`src/psp_pkg.sv`:
```
`default_nettype none
package psp_pkg;
    localparam int DATA_W = 8;
    localparam logic [1:0] PHASE_Q1 = 2'h0;
    localparam logic [1:0] PHASE_Q2 = 2'h1;
    localparam logic [1:0] PHASE_Q4 = 2'h3;
    localparam logic [7:0] DATA_RESET = 8'h00;
    localparam logic [2:0] PORT_E_INPUTS = 3'h7;
    localparam logic [2:0] ANALOG_ALL_DIGITAL = 3'h7;

    typedef enum logic [1:0] {
        PSP_IDLE  = 2'b00,
        PSP_WRITE = 2'b01,
        PSP_READ  = 2'b10,
        PSP_WAIT  = 2'b11
    } psp_state_t;
endpackage : psp_pkg
`default_nettype wire

```
`src/psp_parallel_slave_port.sv`:
```
`timescale 1ns/100ps
`default_nettype none
module psp_parallel_slave_port (
    input  wire logic       mclk,
    input  wire logic       sys_rst,
    input  wire logic       slave_port_mode_bit,
    input  wire logic [2:0] port_e_direction,
    input  wire logic [2:0] analog_pin_config,
    input  wire logic [7:0] port_d_direction,
    input  wire logic [7:0] portOut,
    input  wire logic       portE0In,
    input  wire logic       portE1In,
    input  wire logic       portE2In,
    input  wire logic [7:0] dataPinIn,
    output logic      [7:0] dataPinOut,
    output logic      [7:0] dataPinOe,
    input  wire logic       fwWrite,
    input  wire logic [7:0] fwWriteData,
    input  wire logic       fwRead,
    output logic      [7:0] fwReadData,
    input  wire logic       fwClearOverflow,
    input  wire logic       fwClearIrq,
    input  wire logic       port_irq_enable,
    output logic            input_full_flag,
    output logic            output_full_flag,
    output logic            input_overflow_flag,
    output logic            port_irq_flag,
    output logic            irqRequest
);
    logic [2:0]          syncA_ff;
    logic [2:0]          syncB_ff;
    logic [7:0]          dataA_ff;
    logic [7:0]          dataB_ff;
    logic [1:0]          phase_ff;
    logic [1:0]          nxt_phase;
    psp_pkg::psp_state_t state_ff;
    psp_pkg::psp_state_t nxt_state;
    logic                seenQ2_ff;
    logic                nxt_seenQ2;
    logic                wasWrite_ff;
    logic                nxt_wasWrite;
    logic [7:0]          outLatch_ff;
    logic [7:0]          nxt_outLatch;
    logic [7:0]          inLatch_ff;
    logic [7:0]          nxt_inLatch;
    logic                inFull_ff;
    logic                nxt_inFull;
    logic                outFull_ff;
    logic                nxt_outFull;
    logic                ovf_ff;
    logic                nxt_ovf;
    logic                pif_ff;
    logic                nxt_pif;
    logic [7:0]          dOut_ff;
    logic [7:0]          nxt_dOut;
    logic [7:0]          dOe_ff;
    logic [7:0]          nxt_dOe;
    logic                irq_ff;
    logic                nxt_irq;
    logic                rdN;
    logic                wrN;
    logic                csN;
    logic                portActive;
    logic                writeLow;
    logic                readLow;
    logic                complete;

    // Strobe pins are asynchronous; two flops each before any use.
    // The data byte travels through the same two stages, so the byte kept is the one seen with the strobes
    // still low and the host need not hold its data past the strobe release.
    always_ff @(posedge mclk) begin
        if (sys_rst) begin
            syncA_ff <= 3'h7;
            syncB_ff <= 3'h7;
            dataA_ff <= psp_pkg::DATA_RESET;
            dataB_ff <= psp_pkg::DATA_RESET;
        end else begin
            syncA_ff <= {portE2In, portE1In, portE0In};
            syncB_ff <= syncA_ff;
            dataA_ff <= dataPinIn;
            dataB_ff <= dataA_ff;
        end
    end

    // Strobes only count when the pins are digital inputs.
    always_comb begin
        portActive = slave_port_mode_bit
                     && (port_e_direction == psp_pkg::PORT_E_INPUTS)
                     && (analog_pin_config == psp_pkg::ANALOG_ALL_DIGITAL);
        rdN = syncB_ff[0];
        wrN = syncB_ff[1];
        csN = syncB_ff[2];
        writeLow = portActive && !csN && !wrN;
        readLow = portActive && !csN && !rdN;
        nxt_phase = phase_ff + 2'h1;
    end

    always_comb begin
        nxt_state = state_ff;
        nxt_seenQ2 = seenQ2_ff;
        nxt_wasWrite = wasWrite_ff;
        nxt_inLatch = inLatch_ff;
        complete = 1'b0;
        case (state_ff)
            psp_pkg::PSP_IDLE: begin
                if (writeLow) begin
                    nxt_state = psp_pkg::PSP_WRITE;
                end else if (readLow) begin
                    nxt_state = psp_pkg::PSP_READ;
                end
            end
            psp_pkg::PSP_WRITE: begin
                if (writeLow) begin
                    nxt_inLatch = dataB_ff;
                end
                if (!writeLow) begin
                    nxt_state = psp_pkg::PSP_WAIT;
                    nxt_seenQ2 = 1'b0;
                    nxt_wasWrite = 1'b1;
                end
            end
            psp_pkg::PSP_READ: begin
                if (!readLow) begin
                    nxt_state = psp_pkg::PSP_WAIT;
                    nxt_seenQ2 = 1'b0;
                    nxt_wasWrite = 1'b0;
                end
            end
            psp_pkg::PSP_WAIT: begin
                if (phase_ff == psp_pkg::PHASE_Q2) begin
                    nxt_seenQ2 = 1'b1;
                end
                if (seenQ2_ff && phase_ff == psp_pkg::PHASE_Q4) begin
                    complete = 1'b1;
                    nxt_state = psp_pkg::PSP_IDLE;
                end
            end
            default: begin
                nxt_state = psp_pkg::PSP_IDLE;
            end
        endcase
        if (!portActive) begin
            nxt_state = psp_pkg::PSP_IDLE;
        end
    end

    // Flag updates; hardware sets win over firmware clears.
    always_comb begin
        nxt_outLatch = fwWrite ? fwWriteData : outLatch_ff;
        nxt_inFull = inFull_ff;
        nxt_outFull = outFull_ff;
        nxt_ovf = ovf_ff;
        nxt_pif = pif_ff;
        if (fwRead) begin
            nxt_inFull = 1'b0;
        end
        if (fwWrite) begin
            nxt_outFull = 1'b1;
        end
        if (state_ff == psp_pkg::PSP_IDLE && readLow && !writeLow) begin
            nxt_outFull = 1'b0;
        end
        if (fwClearOverflow) begin
            nxt_ovf = 1'b0;
        end
        if (state_ff == psp_pkg::PSP_IDLE && writeLow && inFull_ff && !fwRead) begin
            nxt_ovf = 1'b1;
        end
        if (fwClearIrq) begin
            nxt_pif = 1'b0;
        end
        if (complete) begin
            nxt_pif = 1'b1;
            if (wasWrite_ff) begin
                nxt_inFull = 1'b1;
            end
        end
        if (!slave_port_mode_bit) begin
            nxt_inFull = 1'b0;
            nxt_outFull = 1'b0;
        end
        nxt_irq = nxt_pif && port_irq_enable;
        // The direction register is deliberately unused in slave mode.
        nxt_dOe = (readLow && state_ff != psp_pkg::PSP_WRITE) ? 8'hff : 8'h00;
        nxt_dOut = nxt_outLatch;
    end

    always_ff @(posedge mclk) begin
        if (sys_rst) begin
            phase_ff <= psp_pkg::PHASE_Q1;
            state_ff <= psp_pkg::PSP_IDLE;
            seenQ2_ff <= 1'b0;
            wasWrite_ff <= 1'b0;
            outLatch_ff <= psp_pkg::DATA_RESET;
            inLatch_ff <= psp_pkg::DATA_RESET;
            inFull_ff <= 1'b0;
            outFull_ff <= 1'b0;
            ovf_ff <= 1'b0;
            pif_ff <= 1'b0;
            irq_ff <= 1'b0;
            dOut_ff <= psp_pkg::DATA_RESET;
            dOe_ff <= 8'h00;
        end else begin
            phase_ff <= nxt_phase;
            state_ff <= nxt_state;
            seenQ2_ff <= nxt_seenQ2;
            wasWrite_ff <= nxt_wasWrite;
            outLatch_ff <= nxt_outLatch;
            inLatch_ff <= nxt_inLatch;
            inFull_ff <= nxt_inFull;
            outFull_ff <= nxt_outFull;
            ovf_ff <= nxt_ovf;
            pif_ff <= nxt_pif;
            irq_ff <= nxt_irq;
            dOut_ff <= nxt_dOut;
            dOe_ff <= nxt_dOe;
        end
    end

    always_comb begin
        dataPinOut = dOut_ff;
        dataPinOe = dOe_ff;
        fwReadData = inLatch_ff;
        input_full_flag = inFull_ff;
        output_full_flag = outFull_ff;
        input_overflow_flag = ovf_ff;
        port_irq_flag = pif_ff;
        irqRequest = irq_ff;
    end
endmodule : psp_parallel_slave_port
`default_nettype wire

```
`config.mk`:
```
export PLATFORM = sky130hd
export DESIGN_NAME = psp_parallel_slave_port
export DESIGN_NICKNAME = d
export VERILOG_FILES = /design/src/psp_pkg.sv /design/src/psp_parallel_slave_port.sv
export SDC_FILE = /design/constraint.sdc
export NUM_CORES = 1
export LEC_CHECK = 0
export BUFFER_PORTS_ARGS = -buffer_cell sky130_fd_sc_hd__clkbuf_2
export CAP_MARGIN = 25
export CORE_AREA = 2 2 82 84
export CTS_CLUSTER_SIZE = 30
export DETAILED_ROUTE_END_ITERATION = 6
export DIE_AREA = 0 0 84 86
export PLACE_DENSITY = 0.52
export SLEW_MARGIN = 20
export SYNTH_ARGS = -nofsm -noshare
export SYNTH_HDL_FRONTEND = slang
export SYNTH_SLANG_ARGS = --single-unit
```
`constraint.sdc`:
```
create_clock -name mclk -period 2.2 [get_ports mclk]
set_input_delay 0.11 -clock mclk [delete_from_list [all_inputs] [get_ports mclk]]
set_output_delay 0.11 -clock mclk [all_outputs]
set_load 0.01 [all_outputs]
```
-- Word level (Yosys, flattened, before mapping)
Cells that the tools add are included.
Widths: inputs -> output; s select.
- add/subtract/negate cells: 1
- equality and inequality tests: 13
- mux-type cells: 22
- bitwise operators: 2
- reduce and logical (&&, ||, !) cells: 29
- operators by type and width (operator ; number):
    $logic_and 1x1->1 ; 13
    $mux 1 ; 13
    $mux 2 ; 5
    $mux 8 ; 1
    $ne 2x2->1 const B ; 4
    $pmux 2 s4 ; 1
    $reduce_and 4->1 ; 2
    $eq 2x2->1 const B ; 3
    $eq 3x3->1 const B ; 2
    $logic_not 1->1 ; 5
    $eq 2x1->1 const B ; 2
    $reduce_bool 2->1 ; 2
    $reduce_or 2->1 ; 2
    $ne 3x3->1 const B ; 1
    $pmux 1 s3 ; 1
    $reduce_and 3->1 ; 1
    $reduce_bool 3->1 ; 1
    $reduce_or 3->1 ; 1
    $add 2x1->2 const B ; 1
    $logic_not 2->1 ; 1
    $ne 2x1->1 const B ; 1
    $not 1->1 ; 2
    $pmux 1 s2 ; 1
    $reduce_and 2->1 ; 1
- register bits: 57
- bits of input ports: 49
- output and inout bits: 29

-- Longest topological paths before layout
Gate-level depths: netlist of run 1.
- depth after elaboration: 9
- depth in mapped cells: 7
- mapped depth without buffers: 6

-- Worst setup path after synthesis of run 1
Ideal clock, no wire load.
- kind: reg2reg
- start: reg state_ff[1]
- end: reg inLatch_ff[6] (netlist: fwReadData[6])
- setup time: 0.128 ns
- data arrival time: 1.491 ns
- data required time: 2.072 ns
- path slack: 0.582 ns
- stages on the path, launching flop included: 8
- cells stage by stage: dfxtp_1 inv_1 ha_1 inv_1 or4_4 buf_6 mux2i_1 nor2_1
- cells in the longest elaborated chain, start to end: 2
- RTL lines (item ; RTL line ; text):
    from (decl) ; psp_parallel_slave_port.sv:36 ; psp_pkg::psp_state_t state_ff;
    from (signal assigned) ; psp_parallel_slave_port.sv:191 ; state_ff <= psp_pkg::PSP_IDLE;
    from (signal assigned) ; psp_parallel_slave_port.sv:205 ; state_ff <= nxt_state;
    $eq 2x1->1 ; psp_parallel_slave_port.sv:104 ; case (state_ff)
    $reduce_and 2->1 (no source line) ; -- ;
    to (signal assigned) ; psp_parallel_slave_port.sv:195 ; inLatch_ff <= psp_pkg::DATA_RESET;
    to (signal assigned) ; psp_parallel_slave_port.sv:209 ; inLatch_ff <= nxt_inLatch;
    to (decl) ; psp_parallel_slave_port.sv:44 ; logic [7:0] inLatch_ff;
No other way between the ends.
A chain may end at the register's enable or synchronous reset.

-- Worst setup path after layout of run 1
- start: reg state_ff[1]
- end: reg state_ff[0]
- cells in the longest elaborated chain, start to end: 3
- elaborated cells between the ends (all ways): 10
- those cells by class: eq/ne: 7; mux: 1; reduce/logical: 2
- RTL lines (item ; RTL line):
    $eq 2x2->1 (tied with other cells) ; psp_parallel_slave_port.sv:104
    $ne 2x2->1 (no source line) or $ne 3x3->1 (tied branches) ; --
    $reduce_and 4->1 (no source line) ; --
Parallel ways exist; a longest one is shown, timed or not.

==> metrics.txt, run 1 <==
Design Area, Final 2320 um^2; Maximum Capacitance Violations 0; Vias per Instance 4.298; Post-CTS Resized 0; Hold WS 0.009173 ns; Syn-to-layout area delta 25.78%; DP HPWL 2.500 mm; Worst EP arrival 2.01 ns; initial antenna violation count 0; commonest cells in the netlist 50 x dfxtp_1, 21 x nor2_1, 17 x nor2b_1; Mapped Area 1844 um^2; number of antenna-violating nets in the routed design 0; area of placed instances 2167 um^2; CP Class flop to flop; grt ovf 0; routed wire length per instance 10.97 um; RSZ-0062 raised after global routing no; simple-gate share of the synthesized area 0.1995; largest family of logic cells by synthesized area simple AND/OR/NAND/NOR gates; crit path launch type flop; R2R depth 6; # fillers 662; row cnt 29; placed cell count 300; clock skew 0.006505 ns; syn nets 231; Reg clk slew, reported paths 0.09 ns; vias in the first global route 1229; synthesized area per cell 10.54 um^2; # port buffers 61; die area 7224 um^2; FMAX 561.0 MHz; Leakage 1.087 nW; Worst slew margin 0.7179; die width 84 um; share of layout cells above drive strength 1 0.3404; Synth area leaders dfxtp_1 54%, mux2i_1 8.7%, nor2b_1 5.8%; Worst EP required 2.42 ns; nets@finish 290; Yosys top cell by area dfxtp_1; Synth Register Bits 50; Cell Count, Final, Fillers Out 312; DR vias 1341; Final Power 0.001697 W; Worst Tran Pin Value 0.4186 ns; Total GRT Usage 0.09927; global-route wire length before repair 5.678 mm; top-area cell type share of the netlist area 0.5427; Slew Limit Fails 0; Initial Util 0.2938; clock latency on the worst-skew pair 0.30 ns; maximum vdd drop 0.0003824 V; clk buf depth 2; CP Capture Type flop; CTS buffer count 5; CTS tree done; I/O Pins 78; drt pass-1 iters 4; Die H 86 um; DRT iter0 DRCs 71; Final Hold Vio Count 0; Synth Area in Compound Gates 0.06445; H-tree Lvls 2; drt drc 0; Min-Delay Path Class input port to flop; WL final 3.424 mm; crit path time final 1.783 ns; synth warn 0; clock root buffer clkbuf_8; xor/xnor share of the synthesized area 0; post-synthesis mux area share 0.08684; Setup Total Neg Slack 0 ns; Synth cell types 33; Crit Path Max Fanout 8; status completed; ys flop type dfxtp_1; most common cell in the netlist dfxtp_1; Mapped Cells 175; number of synthesized flops with an enable pin 0; Setup violations, final 0; antenna cells 0; core footprint 6277 um^2; Post-Synth Adder-Cell Area 0.04749; GP Congestion 0.7770; crit share post-route 0.8103; asr flop ratio synth 0; sequential fraction of the synthesis area 0.5427; Sink Count 50; largest net degree at the start of global routing 30; Hold Crit Depth 2; P per Cell Area 731.4 nW/um^2
-- metal layers --
metal	part of all wire	GRT usage	vias to the layer above
met2	0.44	0.1607	61
met4	0.021	0.04839	0
met1	0.46	0.1209	579
met3	0.082	0.02984	6
met5	0	0	-
li1	-	-	695
-- timing repair --
action / 4_1_cts / 5_1_grt
hold buffers: 4 / 0
buffers inserted: 0 / 0
hold endpoints to repair: 4 / 0
-- power breakdown --
group | leakage, nW | switching, W | internal (W)
combinational | 0.618 | 0.0000461 | 0.0000563
clock | 0.0585 | 0.000305 | 0.000341
sequential | 0.410 | 0.0000126 | 0.000936
total | 1.09 | 0.000364 | 0.00133
-- critical path: stages, from the launching register on --
cell      delay [ns]
dfxtp_1         0.34
inv_1           0.12
ha_1            0.26
nand2b_1        0.08
a2111o_1        0.53
and3_1          0.21
a211oi_1        0.17
-- registers in the layout, indices dropped and copies added (netlist names), 2 cells and up --
name,cells
dataA_ff,8
dataB_ff,8
dataPinOut,8
fwReadData,8
syncA_ff,3
syncB_ff,3
phase_ff,2
state_ff,2
-- cells by family after synthesis --
logic type,Yosys count
flip-flops,50
adder cells (fa/ha/maj),7
buffers and inverters,20
AND/OR/NAND/NOR,67
multiplexers,16
AO/OA/AOI/OAI,15
-- through the flow --
step | setup slack, ns | utilization
after floorplan | 0.5817 | -
after global routing | 0.2822 | 0.3695
after detailed placement | 0.4200 | 0.3452
final | 0.4174 | 0.3695
after CTS | 0.4036 | 0.3695
after global placement | 0.4573 | 0.3452
-- layout by cell type (no fill, tap or decap), types with 2 or more instances in the layout --
cell           count
a31oi_1            2
dlygate4sd3_1      4
clkbuf_8           5
nand2_1            3
clkbuf_2          61
nor2_1            21
nor2b_1           17
nand2b_1           5
nand3_1            2
or2_2              6
mux2i_1           16
nor4b_1            2
a21oi_1            4
inv_1              6
and2_1             2
nand4_1            3
dfxtp_1           50
a211oi_1           2
ha_1               7
-- layout make-up --
| cell class | instances | area, um^2 | area share |
|---|---|---|---|
| Multi-Input combinational cell | 105 | 734.5 | 0.3166 |
| Sequential cell | 50 | 1001 | 0.4315 |
| Clock buffer | 5 | 68.82 | 0.02967 |
| Tap cell | 77 | 96.34 | 0.04153 |
| Clock inverter | 3 | 43.79 | 0.01888 |
| Timing Repair Buffer | 66 | 352.8 | 0.1521 |
| Inverter | 6 | 22.52 | 0.009709 |
-- worst paths after layout --
| kind | startpoint | to | slack [ns] |
|---|---|---|---|
| worst min register to register | syncA_ff[2] | syncB_ff[2] | 0.42 |
| worst max register to register | state_ff[1] | state_ff[0] | 0.42 |
| worst max-delay path | state_ff[1] | state_ff[0] | 0.42 |
| worst min-delay path | dataPinIn[0] | dataA_ff[0] | 0.009 |
No activity file was read; power rests on OpenSTA's default activity.
==> run 2, diff against run 1 <==
ABC_AREA = 1   (was not set)
CORE_AREA = 2 2 83 85   (was 2 2 82 84)
DIE_AREA = 0 0 85 87   (was 0 0 84 86)
clock period = 1.7 ns   (was 2.2 ns; I/O delays follow)
==> run 2 against run 1 <==
- synthesized area grew 4.0%
- first-iteration DRC count grew 2.8%
- worst hold slack gained 0.0033 ns
==> metrics.txt, run 2 <==
crit path buf inv count 1; largest net degree at the start of global routing 19; crit path time final 1.452 ns; Final Hold Vio Count 0; commonest cells after routing, fill and taps aside 68 x nor2_1, 61 x clkbuf_2, 50 x dfxtp_1; routed wire length per instance 9.659 um; Initial Util 0.2920; Post-CTS Hold Fix Bufs 19; Maximum Capacitance Violations 0; Top cell by count, worst path nand2_1; Mapped Area 1918 um^2; routed wl met3 222 um; CP Capture Type flop; row cnt 30; number of antenna-violating nets in the routed design 0; synthesized area per cell 8.093 um^2; RSZ-0062 raised after global routing no; Cell Count, Final, Fillers Out 393; Worst EP required 1.90 ns; uppermost routed layer met4; Syn-to-layout area delta 33.20%; Sink Count 50; share of layout cells above drive strength 1 0.2748; Setup Total Neg Slack 0 ns; DP HPWL 2.622 mm; nets@finish 368; Crit-path slowest cell dfxtp_1; # port buffers 61; maximum vdd drop 0.0005657 V; number of synthesized flops with an enable pin 0; R2R depth 8; status completed; DRT iter0 DRCs 73; Leakage 1.284 nW; die width 85 um; drt drc 0; CP Class flop to flop; FMAX 688.9 MHz; ys flop type dfxtp_1; Hold EP dataPinOut[6]; hold_sp fwWriteData[6]; drt pass-1 iters 4; Slew Limit Fails 0; Reg2Reg Setup Slack 0.25 ns; clock root buffer clkbuf_8; CTS buffer count 5; Synth Register Bits 50; commonest non-fill, non-tap cell in the layout nor2_1; die area 7395 um^2; crit-path max cell delay 0.41 ns; Worst slew margin 0.6775; CTS tree done; global-route wire length before repair 6.279 mm; Design Area, Final 2555 um^2; Min-Delay Path Class input port to flop; Setup violations, final 0; I/O Pins 78; area of placed instances 2248 um^2; met2 wire len 1.781 mm; Reg clk slew, reported paths 0.10 ns; most common cell in the netlist nor2_1; Vias per Instance 3.985; Hold WS 0.01248 ns; grt ovf 0; Yosys top cell by area dfxtp_1; P per Cell Area 884.6 nW/um^2; # Post-CTS Setup Buffers 0; Total GRT Usage 0.1081; synth warn 0; Synth cell types 23; top-area cell type share of the netlist area 0.5219; # fillers 699; placed cell count 366; clk buf depth 2; Worst Tran Pin Value 0.4833 ns; antenna cells 0; sequential fraction of the synthesis area 0.5219; asr flop ratio synth 0; vias in the first global route 1455; initial antenna violation count 0; WL final 3.796 mm; clock latency on the worst-skew pair 0.30 ns; H-tree Lvls 2; crit path launch type flop; Synth area leaders dfxtp_1 52%, nor2_1 13%, inv_1 6.5%; Post-CTS Resized 0; crit path cell chain inv_1, ha_1, nand3_1, nand2_1, nor2_1, nand2_1, nand2_1, nor2_1; Worst EP arrival 1.66 ns; Mapped Cells 237; CP top delay family simple AND/OR/NAND/NOR gates; r2r endpoint state_ff[0]; syn nets 293; crit share post-route 0.8538; clock skew 0.004899 ns; GP Congestion 0.7340; WL met1 1.710 mm; RR Startpoint state_ff[0]; DR vias 1566; Die H 87 um; core footprint 6569 um^2; Hold Crit Depth 3; Crit Path Max Fanout 5; commonest cells in the netlist 68 x nor2_1, 50 x dfxtp_1, 33 x inv_1
[run 2: worst max path at each step]
| stage | from | end | slack (ns) | cells past startpoint |
|---|---|---|---|---|
| 2_1_floorplan | state_ff[0] | state_ff[0] | 0.48 | 8 |
| 3_3_place_gp | state_ff[1] | state_ff[0] | 0.28 | 8 |
| 3_5_place_dp | state_ff[1] | state_ff[0] | 0.27 | 8 |
| 4_1_cts | state_ff[1] | state_ff[0] | 0.24 | 8 |
| 5_1_grt | state_ff[1] | state_ff[0] | 0.10 | 8 |
| 6_report | state_ff[0] | state_ff[0] | 0.25 | 8 |
[run 2: cells by family (layout without fill, tap and decap cells)]
kind of cell | Yosys count | after routing | share of synthesized area
compound gates | 24 | 24 | 0.06523
fa+ha+maj | 7 | 7 | 0.04566
simple gates | 108 | 108 | 0.2557
flops | 50 | 50 | 0.5219
buf+inv | 48 | 124 | 0.1115
[run 2: power breakdown]
| group | switching, W | internal [W] |
|---|---|---|
| registers | 0.0000144 | 0.00121 |
| logic | 0.0000792 | 0.0000902 |
| clock network | 0.000414 | 0.000449 |
| total | 0.000508 | 0.00175 |
[run 2: routing by layer]
metal,track usage,vias up
li1,-,857
met1,0.1213,655
met2,0.1889,49
met3,0.03033,5
met4,0.05195,0
met5,0,-
[run 2: through the flow]
step                      power (W)  utilization  setup WS [ns]
after global routing       0.002364       0.3890         0.1031
after detailed placement   0.001393       0.3423         0.2692
after CTS                  0.002307       0.3890         0.2429
after floorplan            0.001327            -         0.4782
after global placement     0.001391       0.3423         0.2825
final                      0.002260       0.3890         0.2485
[run 2: worst reg2reg max path: stages, from the launching register on]
cell and delay, ns:
dfxtp_1 0.41, inv_1 0.10, ha_1 0.24, nand3_1 0.20, nand2_1 0.08, nor2_1 0.16, nand2_1 0.07, nand2_1 0.06
nor2_1 0.03
[run 2: area by class of cell]
| class | instances | area [um^2] | share of cell area |
|---|---|---|---|
| Sequential cell | 50 | 1001 | 0.3918 |
| Clock inverter | 3 | 47.55 | 0.01861 |
| Clock buffer | 5 | 68.82 | 0.02693 |
| Inverter | 35 | 131.4 | 0.05142 |
| Tap cell | 80 | 100.1 | 0.03918 |
| Timing Repair Buffer | 81 | 503.0 | 0.1969 |
| Multi-Input combinational cell | 139 | 703.2 | 0.2752 |
